==> src/hdl/gpp_map.svh <==
// Address map, reset values and masks of the general-purpose port block
`ifndef GPP_MAP_SVH
`define GPP_MAP_SVH

// ------------------------------------------------------------
// Data-memory banks
// ------------------------------------------------------------
`define GPP_BANK_0 2'h0
`define GPP_BANK_1 2'h1
`define GPP_BANK_2 2'h2

// ------------------------------------------------------------
// Data-memory port registers (70H-73H reused in banks 0 and 1, 5CH-5FH in bank 2 only)
// ------------------------------------------------------------
`define GPP_DM_BITIO_A 7'h70
`define GPP_DM_BITIO_B 7'h71
`define GPP_DM_OUT_C 7'h72
`define GPP_DM_PORT_D 7'h73
`define GPP_DM_SEG_E 7'h5F
`define GPP_DM_SEG_F 7'h5E
`define GPP_DM_SEG_G 7'h5D
`define GPP_DM_SEG_H 7'h5C

// ------------------------------------------------------------
// Control register file and peripheral addresses
// ------------------------------------------------------------
`define GPP_RF_DIR_1D 7'h27
`define GPP_RF_DIR_1A 7'h35
`define GPP_RF_DIR_0B 7'h36
`define GPP_RF_DIR_0A 7'h37
`define GPP_PER_WIDE 7'h42

// ------------------------------------------------------------
// Reset values and field masks
// ------------------------------------------------------------
`define GPP_DATA_RST 4'h0
`define GPP_DIR_RST 4'h0
`define GPP_WIDE_RST 16'h0000
`define GPP_MASK_3PIN 4'h7
`define GPP_MASK_4PIN 4'hF
`define GPP_MASK_GROUP 4'h1

`endif

==> src/hdl/gpp_pkg.sv <==
// Types shared by the general-purpose port block
package gpp_pkg;
  typedef logic [3:0] gpp_nib_t;
  typedef logic [1:0] gpp_bank_t;
  typedef logic [6:0] gpp_addr_t;
  typedef enum logic {
    GPP_DIR_IN = 1'b0,
    GPP_DIR_OUT = 1'b1
  } gpp_dir_e;
endpackage

==> src/hdl/gpp_port_if.sv <==
// Access strobes between the port block core and one I/O port
`timescale 1ns/100ps
`default_nettype none
interface gpp_port_if;
  logic dm_we;
  logic rf_we;
  gpp_pkg::gpp_nib_t wdata;
  gpp_pkg::gpp_nib_t dm_rdata;
  gpp_pkg::gpp_nib_t rf_rdata;
  modport ctrl (output dm_we, output rf_we, output wdata, input dm_rdata, input rf_rdata);
  modport port (input dm_we, input rf_we, input wdata, output dm_rdata, output rf_rdata);
endinterface
`default_nettype wire

==> src/hdl/gpp_io_port.sv <==
// One bit- or group-direction I/O port: data latch, direction, pin drive
`timescale 1ns/100ps
`default_nettype none
`include "gpp_map.svh"
module gpp_io_port #(
  parameter int PINS = 4,
  parameter bit GROUP = 1'b0
) (
  input wire logic clk_sys_in,
  input wire logic rstn_in,
  gpp_port_if.port bus,
  input wire logic [3:0] pin_in,
  output logic [3:0] pin_out,
  output logic [3:0] pin_oe_out
);
  localparam logic [3:0] PIN_MASK = (PINS == 4) ? `GPP_MASK_4PIN : `GPP_MASK_3PIN;
  localparam logic [3:0] DIR_MASK = GROUP ? `GPP_MASK_GROUP : PIN_MASK;

  gpp_pkg::gpp_nib_t data;
  gpp_pkg::gpp_nib_t dir;
  gpp_pkg::gpp_nib_t next_data;
  gpp_pkg::gpp_nib_t next_dir;
  gpp_pkg::gpp_nib_t next_pin;
  gpp_pkg::gpp_nib_t next_oe;
  gpp_pkg::gpp_nib_t dir_bits;
  logic [3:0] pin_sync;

  gpp_sync #(.W(4)) u_sync (
    .clk_sys_in(clk_sys_in),
    .rstn_in(rstn_in),
    .d_in(pin_in),
    .q_out(pin_sync)
  );

  // A group port spreads its single direction bit over all four pins
  assign dir_bits = (GROUP ? {4{dir[0]}} : dir) & PIN_MASK;

  // Output bits read back the latch, input bits read the pin; padding bit reads 0
  assign bus.dm_rdata = ((dir_bits & data) | (~dir_bits & pin_sync)) & PIN_MASK;
  assign bus.rf_rdata = dir;

  // Latch and direction updates, then registered pin drive
  always_comb begin
    next_data = data;
    next_dir = dir;
    if (bus.dm_we) begin
      next_data = bus.wdata & PIN_MASK;
    end
    if (bus.rf_we) begin
      next_dir = bus.wdata & DIR_MASK;
    end
    next_pin = data;
    next_oe = dir_bits;
  end

  // Reset leaves every pin an input: general-purpose mode, nothing driven
  always_ff @(posedge clk_sys_in or negedge rstn_in) begin
    if (!rstn_in) begin
      data <= `GPP_DATA_RST;
      dir <= `GPP_DIR_RST;
      pin_out <= `GPP_DATA_RST;
      pin_oe_out <= `GPP_DIR_RST;
    end else begin
      data <= next_data;
      dir <= next_dir;
      pin_out <= next_pin;
      pin_oe_out <= next_oe;
    end
  end
endmodule
`default_nettype wire

==> src/hdl/gpp_port_block.sv <==
// General-purpose port block: port registers, direction control, pin drive
//
// Summary of operation
// - Writing a port register drives each output pin high or low accordingly.
// - Reading an input port or input-direction pin returns the sampled pin level.
// - Each I/O port direction comes from a software-writable control register.
// - After reset ports 0A-0D and 1A-1D work as general-purpose ports.
// - After reset 2E-2H and wide port pins carry segment outputs until selected.
// - Separate select flags switch 2E, 2F, 2G, 2H and wide port individually.
// - Ports 2E-2H share one bank 2 location each with segment data.
// - Wide port data sits at peripheral 42H, also the key source data.
// - Per-bit direction of 0A, 0B, 1A comes from 37H, 36H, 35H.
// - One direction setting at 27H covers all four pins of port 1D.
// - Data at 70H, 71H bank 0 and 70H, 73H bank 1.
// - Inputs of 0D read at 73H bank 0, 1B at 71H bank 1.
// - Outputs 0C and 1C take data from 72H in banks 0 and 1.
// - Port registers are plain data memory, readable and writable bit-wise.
// - Bit ports choose direction per pin, group ports per four pins.
// - Wide port drives low for data 0 and high for data 1.
`timescale 1ns/100ps
`default_nettype none
`include "gpp_map.svh"
module gpp_port_block (
  input wire logic clk_sys_in,
  input wire logic rstn_in,
  // Data-memory access
  input wire logic [1:0] dm_bank_in,
  input wire logic [6:0] dm_addr_in,
  input wire logic dm_wr_in,
  input wire logic dm_rd_in,
  input wire logic [3:0] dm_wdata_in,
  output logic [3:0] dm_rdata_out,
  // Control register file access
  input wire logic [6:0] rf_addr_in,
  input wire logic rf_wr_in,
  input wire logic rf_rd_in,
  input wire logic [3:0] rf_wdata_in,
  output logic [3:0] rf_rdata_out,
  // Peripheral data buffer access
  input wire logic [6:0] per_addr_in,
  input wire logic per_wr_in,
  input wire logic per_rd_in,
  input wire logic [15:0] per_wdata_in,
  output logic [15:0] per_rdata_out,
  // Select flags from the segment controller's registers
  input wire logic segment_port_e_select_flag_in,
  input wire logic segment_port_f_select_flag_in,
  input wire logic segment_port_g_select_flag_in,
  input wire logic segment_port_h_select_flag_in,
  input wire logic wide_port_select_flag_in,
  // Segment waveforms to use while a pin is in segment mode
  input wire logic [15:0] lcd_segment_drive_in,
  input wire logic [15:0] lcd_wide_drive_in,
  output logic [15:0] segment_data_out,
  output logic [15:0] key_source_data_register_out,
  // Pins
  input wire logic [2:0] port_0a_bit_io_in,
  output logic [2:0] port_0a_bit_io_out,
  output logic [2:0] port_0a_bit_io_oe_out,
  input wire logic [3:0] port_0b_bit_io_in,
  output logic [3:0] port_0b_bit_io_out,
  output logic [3:0] port_0b_bit_io_oe_out,
  input wire logic [2:0] port_1a_bit_io_in,
  output logic [2:0] port_1a_bit_io_out,
  output logic [2:0] port_1a_bit_io_oe_out,
  input wire logic [3:0] port_1d_group_io_in,
  output logic [3:0] port_1d_group_io_out,
  output logic [3:0] port_1d_group_io_oe_out,
  input wire logic [3:0] port_0d_input_in,
  input wire logic [3:0] port_1b_input_in,
  output logic [3:0] port_0c_output_out,
  output logic [3:0] port_1c_output_out,
  output logic [15:0] shared_segment_pins_out,
  output logic [15:0] wide_key_source_port_out
);

  // ------------------------------------------------------------
  // Decode helpers
  // ------------------------------------------------------------
  function automatic logic dm_at(input gpp_pkg::gpp_bank_t b, input gpp_pkg::gpp_addr_t a,
                                 input gpp_pkg::gpp_bank_t wb, input gpp_pkg::gpp_addr_t wa);
    return (b == wb) && (a == wa);
  endfunction

  // Segment register index 0..3 is port E..H, E at the top address
  function automatic gpp_pkg::gpp_addr_t seg_addr(input int i);
    return `GPP_DM_SEG_E - 7'(i);
  endfunction

  // ------------------------------------------------------------
  // I/O ports
  // ------------------------------------------------------------
  gpp_port_if if_0a ();
  gpp_port_if if_0b ();
  gpp_port_if if_1a ();
  gpp_port_if if_1d ();
  logic [3:0] pin_0a;
  logic [3:0] oe_0a;
  logic [3:0] pin_1a;
  logic [3:0] oe_1a;
  logic [7:0] in_sync;

  // Data memory holds the port latches, the register file their directions
  assign if_0a.dm_we = dm_wr_in && dm_at(dm_bank_in, dm_addr_in, `GPP_BANK_0, `GPP_DM_BITIO_A);
  assign if_0b.dm_we = dm_wr_in && dm_at(dm_bank_in, dm_addr_in, `GPP_BANK_0, `GPP_DM_BITIO_B);
  assign if_1a.dm_we = dm_wr_in && dm_at(dm_bank_in, dm_addr_in, `GPP_BANK_1, `GPP_DM_BITIO_A);
  assign if_1d.dm_we = dm_wr_in && dm_at(dm_bank_in, dm_addr_in, `GPP_BANK_1, `GPP_DM_PORT_D);
  assign if_0a.rf_we = rf_wr_in && (rf_addr_in == `GPP_RF_DIR_0A);
  assign if_0b.rf_we = rf_wr_in && (rf_addr_in == `GPP_RF_DIR_0B);
  assign if_1a.rf_we = rf_wr_in && (rf_addr_in == `GPP_RF_DIR_1A);
  assign if_1d.rf_we = rf_wr_in && (rf_addr_in == `GPP_RF_DIR_1D);
  assign if_0a.wdata = dm_wr_in ? dm_wdata_in : rf_wdata_in;
  assign if_0b.wdata = dm_wr_in ? dm_wdata_in : rf_wdata_in;
  assign if_1a.wdata = dm_wr_in ? dm_wdata_in : rf_wdata_in;
  assign if_1d.wdata = dm_wr_in ? dm_wdata_in : rf_wdata_in;

  gpp_io_port #(.PINS(3), .GROUP(1'b0)) u_port_0a (
    .clk_sys_in(clk_sys_in),
    .rstn_in(rstn_in),
    .bus(if_0a.port),
    .pin_in({1'b0, port_0a_bit_io_in}),
    .pin_out(pin_0a),
    .pin_oe_out(oe_0a)
  );

  gpp_io_port #(.PINS(4), .GROUP(1'b0)) u_port_0b (
    .clk_sys_in(clk_sys_in),
    .rstn_in(rstn_in),
    .bus(if_0b.port),
    .pin_in(port_0b_bit_io_in),
    .pin_out(port_0b_bit_io_out),
    .pin_oe_out(port_0b_bit_io_oe_out)
  );

  gpp_io_port #(.PINS(3), .GROUP(1'b0)) u_port_1a (
    .clk_sys_in(clk_sys_in),
    .rstn_in(rstn_in),
    .bus(if_1a.port),
    .pin_in({1'b0, port_1a_bit_io_in}),
    .pin_out(pin_1a),
    .pin_oe_out(oe_1a)
  );

  gpp_io_port #(.PINS(4), .GROUP(1'b1)) u_port_1d (
    .clk_sys_in(clk_sys_in),
    .rstn_in(rstn_in),
    .bus(if_1d.port),
    .pin_in(port_1d_group_io_in),
    .pin_out(port_1d_group_io_out),
    .pin_oe_out(port_1d_group_io_oe_out)
  );

  // Three-pin ports have no pin behind bit 3
  assign port_0a_bit_io_out = pin_0a[2:0];
  assign port_0a_bit_io_oe_out = oe_0a[2:0];
  assign port_1a_bit_io_out = pin_1a[2:0];
  assign port_1a_bit_io_oe_out = oe_1a[2:0];

  // Input-only pins come from outside the clock domain
  gpp_sync #(.W(8)) u_in_sync (
    .clk_sys_in(clk_sys_in),
    .rstn_in(rstn_in),
    .d_in({port_1b_input_in, port_0d_input_in}),
    .q_out(in_sync)
  );

  // ------------------------------------------------------------
  // Output-only and shared registers
  // ------------------------------------------------------------
  gpp_pkg::gpp_nib_t out_0c;
  gpp_pkg::gpp_nib_t out_1c;
  gpp_pkg::gpp_nib_t seg_data [4];
  logic [15:0] wide_data;
  gpp_pkg::gpp_nib_t next_out_0c;
  gpp_pkg::gpp_nib_t next_out_1c;
  gpp_pkg::gpp_nib_t next_seg_data [4];
  logic [15:0] next_wide_data;
  logic [3:0] seg_sel;

  assign seg_sel = {segment_port_h_select_flag_in, segment_port_g_select_flag_in,
                    segment_port_f_select_flag_in, segment_port_e_select_flag_in};

  // Register writes; input-only addresses simply have no storage
  always_comb begin
    next_out_0c = out_0c;
    next_out_1c = out_1c;
    next_wide_data = wide_data;
    if (dm_wr_in && dm_at(dm_bank_in, dm_addr_in, `GPP_BANK_0, `GPP_DM_OUT_C)) begin
      next_out_0c = dm_wdata_in;
    end
    if (dm_wr_in && dm_at(dm_bank_in, dm_addr_in, `GPP_BANK_1, `GPP_DM_OUT_C)) begin
      next_out_1c = dm_wdata_in;
    end
    for (int i = 0; i < 4; i++) begin
      next_seg_data[i] = seg_data[i];
      if (dm_wr_in && dm_at(dm_bank_in, dm_addr_in, `GPP_BANK_2, seg_addr(i))) begin
        next_seg_data[i] = dm_wdata_in;
      end
    end
    if (per_wr_in && (per_addr_in == `GPP_PER_WIDE)) begin
      next_wide_data = per_wdata_in;
    end
  end

  always_ff @(posedge clk_sys_in or negedge rstn_in) begin
    if (!rstn_in) begin
      out_0c <= `GPP_DATA_RST;
      out_1c <= `GPP_DATA_RST;
      wide_data <= `GPP_WIDE_RST;
      for (int i = 0; i < 4; i++) begin
        seg_data[i] <= `GPP_DATA_RST;
      end
    end else begin
      out_0c <= next_out_0c;
      out_1c <= next_out_1c;
      wide_data <= next_wide_data;
      for (int i = 0; i < 4; i++) begin
        seg_data[i] <= next_seg_data[i];
      end
    end
  end

  // ------------------------------------------------------------
  // Pin drive, registered so every pin toggles from a flop
  // ------------------------------------------------------------
  logic [15:0] next_shared_pins;
  logic [15:0] next_wide_pins;
  logic [15:0] next_seg_out;

  // Select flag low keeps the segment waveform on the pins
  always_comb begin
    for (int i = 0; i < 4; i++) begin
      next_seg_out[4*i +: 4] = seg_data[i];
      next_shared_pins[4*i +: 4] = seg_sel[i] ? seg_data[i] : lcd_segment_drive_in[4*i +: 4];
    end
    next_wide_pins = wide_port_select_flag_in ? wide_data : lcd_wide_drive_in;
  end

  always_ff @(posedge clk_sys_in or negedge rstn_in) begin
    if (!rstn_in) begin
      port_0c_output_out <= `GPP_DATA_RST;
      port_1c_output_out <= `GPP_DATA_RST;
      shared_segment_pins_out <= `GPP_WIDE_RST;
      wide_key_source_port_out <= `GPP_WIDE_RST;
      segment_data_out <= `GPP_WIDE_RST;
      key_source_data_register_out <= `GPP_WIDE_RST;
    end else begin
      port_0c_output_out <= out_0c;
      port_1c_output_out <= out_1c;
      shared_segment_pins_out <= next_shared_pins;
      wide_key_source_port_out <= next_wide_pins;
      segment_data_out <= next_seg_out;
      key_source_data_register_out <= wide_data;
    end
  end

  // ------------------------------------------------------------
  // Read paths, answered one edge after the read strobe
  // ------------------------------------------------------------
  logic [3:0] next_dm_rdata;
  logic [3:0] next_rf_rdata;
  logic [15:0] next_per_rdata;

  // Unmapped addresses answer zero so the result is always defined
  always_comb begin
    next_dm_rdata = dm_rdata_out;
    if (dm_rd_in) begin
      next_dm_rdata = 4'h0;
      if (dm_at(dm_bank_in, dm_addr_in, `GPP_BANK_0, `GPP_DM_BITIO_A)) begin
        next_dm_rdata = if_0a.dm_rdata;
      end else if (dm_at(dm_bank_in, dm_addr_in, `GPP_BANK_0, `GPP_DM_BITIO_B)) begin
        next_dm_rdata = if_0b.dm_rdata;
      end else if (dm_at(dm_bank_in, dm_addr_in, `GPP_BANK_0, `GPP_DM_OUT_C)) begin
        next_dm_rdata = out_0c;
      end else if (dm_at(dm_bank_in, dm_addr_in, `GPP_BANK_0, `GPP_DM_PORT_D)) begin
        next_dm_rdata = in_sync[3:0];
      end else if (dm_at(dm_bank_in, dm_addr_in, `GPP_BANK_1, `GPP_DM_BITIO_A)) begin
        next_dm_rdata = if_1a.dm_rdata;
      end else if (dm_at(dm_bank_in, dm_addr_in, `GPP_BANK_1, `GPP_DM_BITIO_B)) begin
        next_dm_rdata = in_sync[7:4];
      end else if (dm_at(dm_bank_in, dm_addr_in, `GPP_BANK_1, `GPP_DM_OUT_C)) begin
        next_dm_rdata = out_1c;
      end else if (dm_at(dm_bank_in, dm_addr_in, `GPP_BANK_1, `GPP_DM_PORT_D)) begin
        next_dm_rdata = if_1d.dm_rdata;
      end
      for (int i = 0; i < 4; i++) begin
        if (dm_at(dm_bank_in, dm_addr_in, `GPP_BANK_2, seg_addr(i))) begin
          next_dm_rdata = seg_data[i];
        end
      end
    end
  end

  always_comb begin
    next_rf_rdata = rf_rdata_out;
    if (rf_rd_in) begin
      unique case (rf_addr_in)
        `GPP_RF_DIR_0A: next_rf_rdata = if_0a.rf_rdata;
        `GPP_RF_DIR_0B: next_rf_rdata = if_0b.rf_rdata;
        `GPP_RF_DIR_1A: next_rf_rdata = if_1a.rf_rdata;
        `GPP_RF_DIR_1D: next_rf_rdata = if_1d.rf_rdata;
        default: next_rf_rdata = 4'h0;
      endcase
    end
    next_per_rdata = per_rdata_out;
    if (per_rd_in) begin
      next_per_rdata = (per_addr_in == `GPP_PER_WIDE) ? wide_data : 16'h0000;
    end
  end

  always_ff @(posedge clk_sys_in or negedge rstn_in) begin
    if (!rstn_in) begin
      dm_rdata_out <= 4'h0;
      rf_rdata_out <= 4'h0;
      per_rdata_out <= 16'h0000;
    end else begin
      dm_rdata_out <= next_dm_rdata;
      rf_rdata_out <= next_rf_rdata;
      per_rdata_out <= next_per_rdata;
    end
  end
endmodule
`default_nettype wire

==> src/hdl/gpp_sync.sv <==
// Two-stage synchroniser for pin inputs
`timescale 1ns/100ps
`default_nettype none
module gpp_sync #(
  parameter int W = 4
) (
  input wire logic clk_sys_in,
  input wire logic rstn_in,
  input wire logic [W-1:0] d_in,
  output logic [W-1:0] q_out
);
  logic [W-1:0] meta;
  logic [W-1:0] next_meta;
  logic [W-1:0] next_q;

  // First stage feeds only the second stage
  always_comb begin
    next_meta = d_in;
    next_q = meta;
  end

  always_ff @(posedge clk_sys_in or negedge rstn_in) begin
    if (!rstn_in) begin
      meta <= '0;
      q_out <= '0;
    end else begin
      meta <= next_meta;
      q_out <= next_q;
    end
  end
endmodule
`default_nettype wire

==> config.mk <==
export PLATFORM = sky130hd
export DESIGN_NAME = gpp_port_block
export DESIGN_NICKNAME = d
export VERILOG_FILES = /design/src/hdl/gpp_pkg.sv /design/src/hdl/gpp_port_if.sv /design/src/hdl/gpp_io_port.sv /design/src/hdl/gpp_port_block.sv /design/src/hdl/gpp_sync.sv
export VERILOG_INCLUDE_DIRS = /design/src /design/src/hdl
export SDC_FILE = /design/constraint.sdc
export NUM_CORES = 1
export LEC_CHECK = 0
export BUFFER_PORTS_ARGS = -buffer_cell sky130_fd_sc_hd__buf_2
export CELL_PAD_IN_SITES_DETAIL_PLACEMENT = 1
export CELL_PAD_IN_SITES_GLOBAL_PLACEMENT = 1
export CORE_MARGIN = 2
export CORE_UTILIZATION = 33
export DETAILED_ROUTE_END_ITERATION = 6
export PLACE_DENSITY = 0.68
export SYNTH_ARGS = -nofsm -noshare
export SYNTH_HDL_FRONTEND = slang
export SYNTH_SLANG_ARGS = --single-unit
==> constraint.sdc <==
create_clock -name clk_sys_in -period 1.6 [get_ports clk_sys_in]
set_input_delay 0.16 -clock clk_sys_in [delete_from_list [all_inputs] [get_ports clk_sys_in]]
set_output_delay 0.16 -clock clk_sys_in [all_outputs]
set_load 0.005 [all_outputs]
* Word-level counts from Yosys, hierarchy flattened *
Index checks and enable logic that the tools add are counted.

word-level totals
  register bits after elaboration = 230
  bits in latches = 0
  memory bits (writable) = 0
  bits in read-only memories = 0
  output and inout port bits = 124
  memories kept = 0

operators by class
  add/subtract/negate cells = 0
  multipliers = 0
  divide/modulo/power cells = 0
  magnitude comparators = 0
  equality and inequality tests = 15
  shifts and indexed selects = 0
  multiplexer cells = 20
  bitwise gates (word level) = 16
  reduce and logical (&&, ||, !) cells = 28

operators with widths
  kind                                           count
  2-to-1 mux 4 bit                               17
  == test 7 bit, second input constant           9
  2-to-1 mux 16 bit                              2
  == test 7 x 6 -> 1 bit, second input constant  4
  logical AND 1 bit                              27
  bitwise AND 4 bit                              4
  one-hot mux 4 bit (4 select lines)             1
  bitwise AND 3 bit                              4
  inverter 4 bit                                 2
  bitwise OR 4 bit                               2
  inverter 3 bit                                 2
  bitwise OR 3 bit                               2
  == test 2 x 1 -> 1 bit, second input constant  1
  == test 2 bit, second input constant           1
  zero test 2 bit                                1

* Longest topological paths before layout *
  depth after elaboration = 15
  mapped depth = 7
  depth with buffers taken out = 5

* By module *
A second synthesis with hierarchy kept.

unflattened totals
  cells, all modules = 565
  area total of the unflattened synthesis = 8454.4 um^2

modules (own cells, without submodules)
  module                            instances  cells an instance  area an instance (um^2)  sequential area each (um^2)
  gpp_port_block                    1          411                5442.7                   3403.3
  gpp_io_port at u_port_0a ...      2          26                 435.4                    300.3
  gpp_sync at u_port_0a.u_sync ...  4          8                  200.2                    200.2
  gpp_io_port at u_port_0b          1          28                 535.5                    400.4
  gpp_io_port at u_port_1d          1          26                 404.1                    250.2
  gpp_sync at u_in_sync             1          16                 400.4                    400.4

* Worst setup path after synthesis *
OpenSTA, ideal clock, no wires.

  kind = input-to-reg
  from = input per_addr_in[2]
  to = register wide_data[10]
  setup time = 0.125 ns
  arrival time = 1.533 ns
  data required time = 1.475 ns
  slack = -0.058 ns
  cell stages on the path = 5
  path through = or4b_4 nor4b_4 nand2_4 buf_6 mux2_4

on the way
  word-level cells in the longest chain between the ends = 2

RTL lines
  element                  RTL line               RTL
  start: declaration       gpp_port_block.sv:40   input wire logic [6:0] per_addr_in,
  == test 7 bit (no line)  --
  logical AND 1 bit        gpp_port_block.sv:200  if (per_wr_in && (per_addr_in == `GPP_PER_WIDE)) begin
  end signal: assignment   gpp_port_block.sv:209  wide_data <= `GPP_WIDE_RST;
  end signal: assignment   gpp_port_block.sv:216  wide_data <= next_wide_data;
  end: declaration         gpp_port_block.sv:173  logic [15:0] wide_data;

No other way between the ends.
A chain may end at the register's enable or synchronous reset.

* Worst setup path after layout *
  from = register u_port_0b.dir[0], in the netlist u_port_0b.bus.rf_rdata[0]
  to = register dm_rdata_out[0]

on the way
  word-level cells in the longest chain between the ends = 9
  elaborated cells on any way between the ends = 10
  classes of those cells = 6 x mux; 4 x bitwise

RTL lines
  element                          RTL line               RTL
  start: declaration               gpp_io_port.sv:20      gpp_pkg::gpp_nib_t dir;
  start signal: assignment         gpp_io_port.sv:60      dir <= `GPP_DIR_RST;
  start signal: assignment         gpp_io_port.sv:65      dir <= next_dir;
  inverter 4 bit                   gpp_io_port.sv:39      assign bus.dm_rdata = ((dir_bits & data) | (~dir_bits & pin_sync)) & PIN_MASK;
  bitwise AND 4 bit                gpp_io_port.sv:39
  bitwise OR 4 bit *               gpp_io_port.sv:39
  2-to-1 mux 4 bit *               gpp_port_block.sv:271  end else if (dm_at(dm_bank_in, dm_addr_in, `GPP_BANK_0, `GPP_DM_BITIO_B)) begin
  2-to-1 mux 4 bit *               gpp_port_block.sv:269  if (dm_at(dm_bank_in, dm_addr_in, `GPP_BANK_0, `GPP_DM_BITIO_A)) begin
  2-to-1 mux 4 bit * (4 in a row)  gpp_port_block.sv:287  if (dm_at(dm_bank_in, dm_addr_in, `GPP_BANK_2, seg_addr(i))) begin
  end signal: assignment           gpp_port_block.sv:317  dm_rdata_out <= next_dm_rdata;
  end: declaration                 gpp_port_block.sv:32   output logic [3:0] dm_rdata_out,

Mark *: on every way between the ends. The rest lies on a longest branch, timed or not.

==> impl_metrics.yaml <==
floorplan:
  die_area_um2: 26300
  num_rows: 57
  coreArea_um2: 24500
  num_io_pins: 238
  start_util: 0.338
  dieWidth_um: 162
  fp.dieH_um: 162
timing:
  slew-limit-headroom: 0.712
  worstMarginPinSlew_ns: 0.429
  fin_ws_ns: -0.0537
  finalClockSkew_ns: 0.00542
  drv_slew: 0
  rsz0062_at_grt: "true"
  timing.final.crit_share: 1.03
  worst_hold_slack_ns: 0.0654
  finalCriticalPeriod_ns: 1.65
  setup_viol: 1
  hold_viol: 0
  fmax_ghz: 0.605
global_routing:
  grt_pass1_wl_mm: 36.8
  antenna_found_initial: 0
  grtUsageMet2: 0.313
  grtUsageTotal: 0.180
  grtUsageMet3: 0.0493
  grt_overflow: 0
  grt_pass1_vias: 6501
  busiest_layer: "met2"
  met1_usage: 0.222
  grt_max_degree: 63
layout:
  fill_cells: 2522
  n_antenna_cell: 0
  areaGrowthSynthToFinish_pct: 43.5
  multi_input_area_um2: 2320
  finalNetCount: 1029
  finalInstanceArea_um2: 11900
  final_layout_size_suffix_gt1_frac: 0.462
  seq_area_um2: 5760
clock_network:
  root_buffer: "clkbuf_16"
  htreeDepth: 1
  clock-sinks: 230
  clk_latency_ns: 0.51
  clk_path_buf_depth: 3
  cts-buffers-inserted: 25
  path_clk_slew_ns: 0.06
  cts_tree: "built"
place:
  place.gp.congestion: 0.879
  portBuffers: 237
  dp_slack_ns: -0.206
  hpwl_mm: 16.1
  placed_area_um2: 10100
route:
  via_per_inst: 4.57
  drc: 0
  drtIter0Drc: 203
  wl_per_cell_um: 18.7
  drt_wl_total_mm: 23.5
  drtPass1Iterations: 4
  antenna_left: 0
  vias: 5740
worst_setup_path:
  cp-start-kind: "register"
  rrSetupSlack_ns: -0.05
  end_kind: "register"
  arrival_ns: 2.05
  crit_type: "reg -> reg"
  cp_max_fo: 2
  required_ns: 2.00
synth:
  synth_area_per_cell_um2: 15.0
  synthesis.nets: 664
  netlist_area_um2: 8260
  synth-seq-cells: 230
  synth_edf_count: 0
  async_flop_share: 1.00
  synth_area_leader_cell: "dfrtp_1"
  ys_warn_count: 0
  synth_cell_type_count: 53
  synth_top_flop_cell: "dfrtp_1"
  yosysTopAreaCellShare: 0.696
  yosys-top-cells-area: "dfrtp_1 70%, mux2_2 13%, mux2_4 1.8%"
  syn-instance-count: 550
  seq_area_frac_synth: 0.696
pwr:
  internal_power_mw: 10.4
  pwr_density_cell_nw_per_um2: 1120
  p_sw_mw: 2.87
  seqPwrFrac: 0.471
  power_frac_clock: 0.442
  ir_drop_mv: 0.705
  finalPower_mw: 13.3
  power_leakage_nw: 6.08
  p_sw_frac: 0.216
  combPwrFrac: 0.087
run:
  cap_viol_max_count: 0
run_status:
  violations: "setup timing"
  status: "finished, violations left"
hold_path:
  hp-class: "in -> reg"
==> cells in the mapped netlist (5+ instances only) <==
library cell	number
nor2_1	14
mux2_2	94
buf_2	7
o21ai_0	21
inv_1	22
mux2i_1	15
clkbuf_1	13
nand2_1	28
nor2b_1	5
o22ai_1	6
mux2_4	10
dfrtp_1	230
nand2b_1	5
a21oi_1	7
nand3_1	8
nor3_1	5
==> critical path, stage by stage (launching register included) <==
cell      delay, ns
dfrtp_1        0.40
mux2_4         0.32
o211ai_1       0.16
a311oi_1       0.11
a211o_1        0.33
o221a_2        0.23
==> metal layers <==
layer	share of wire	vias up
li1	-	2656
met1	0.41	2829
met2	0.49	216
met3	0.074	39
met4	0.023	0
met5	0	-
==> cell usage in the layout, fill, tap and decap left out, types with 2 or more instances in the layout <==
cell type      count
a211o_1            2
a21oi_1            7
a221oi_1           2
a31oi_1            2
and3_1             3
buf_12             4
buf_2            236
buf_4             33
bufinv_16          3
clkbuf_1           7
clkbuf_16         25
clkbuf_8           7
clkinv_2           2
dfrtp_1          229
dlygate4sd3_1     90
inv_1             22
mux2_2            92
mux2_4            12
mux2i_1           14
nand2_1           28
nand2b_1           5
nand3_1            8
nand4_1            2
nand4b_1           2
nor2_1            14
nor2b_1            5
nor3_1             5
nor3b_1            4
o2111ai_1          2
o211ai_1           4
o21ai_0           20
o21ai_1            2
o22ai_1            6
o31ai_1            2
o32a_1             2
or2_2              2
==> sequential cells by signal (all words and copies together), names as in the netlist, 8 cells and up <==
signal and count:
u_in_sync.q_out 8, shared_segment_pins_out 16, key_source_data_register_out 16, next_seg_out 16, wide_data 16, per_rdata_out 16
segment_data_out 16, wide_key_source_port_out 16, u_in_sync.meta 8
==> power by group through the flow <==
stage | combinational (mW) | clock [mW] | sequential (mW)
3_3_place_gp | 0.943 | 0 | 6.34
6_report | 1.15 | 5.87 | 6.25
5_1_grt | 1.26 | 6.33 | 6.28
3_5_place_dp | 0.959 | 0 | 6.35
2_1_floorplan | 0.342 | 0 | 6.32
4_1_cts | 1.15 | 6.04 | 6.25
==> cell families after synthesis <==
logic type | count (synthesis) | synth area share
AOI/OAI and AO/OA | 62 | 0.0501
adders and majority gates | 1 | 0.00121
buffers and inverters | 49 | 0.0269
DFF | 230 | 0.696
muxes | 120 | 0.167
and+or+nand+nor | 88 | 0.0581
==> through the flow <==
step	utilization	TNS, ns	instances
global placement	0.411	-5.05	1120
CTS	0.484	-0.0579	1257
detailed placement	0.411	-6.23	1120
global route	0.485	-0.113	1257
floorplan	-	-0.578	550
finish	0.485	-0.0537	1257
==> cell type report <==
class,count,share of cell area
clock buffers,39,0.0631
flip-flops and latches,230,0.486
repair buffers,365,0.205
clock inverters,6,0.00918
well taps,324,0.0342
multi-input cells,271,0.195
inverters,22,0.00697
==> path summary, 6_finish.rpt <==
kind / from / end / cells after the start
max in group asynchronous: rstn_in / u_port_1d.bus.rf_rdata[0] / 3
min in group asynchronous: rstn_in / wide_data[10] / 2
min: per_rd_in / per_rdata_out[7] / 2
min reg2reg: u_port_0b.u_sync.meta[1] / u_port_0b.u_sync.q_out[1] / 0
max reg2reg: u_port_0b.bus.rf_rdata[0] / dm_rdata_out[0] / 5
max: u_port_0b.bus.rf_rdata[0] / dm_rdata_out[0] / 5
==> repair_timing <==
item | in CTS | in global routing
endpoints found under the hold margin | 308 | 0
setup endpoints to repair | 3 | 3
buffers inserted | 2 | 0
pin swaps | 1 | 7
hold buffers | 90 | 0
gates resized for setup | 3 | 5
Power figures use the tool's default switching activity.
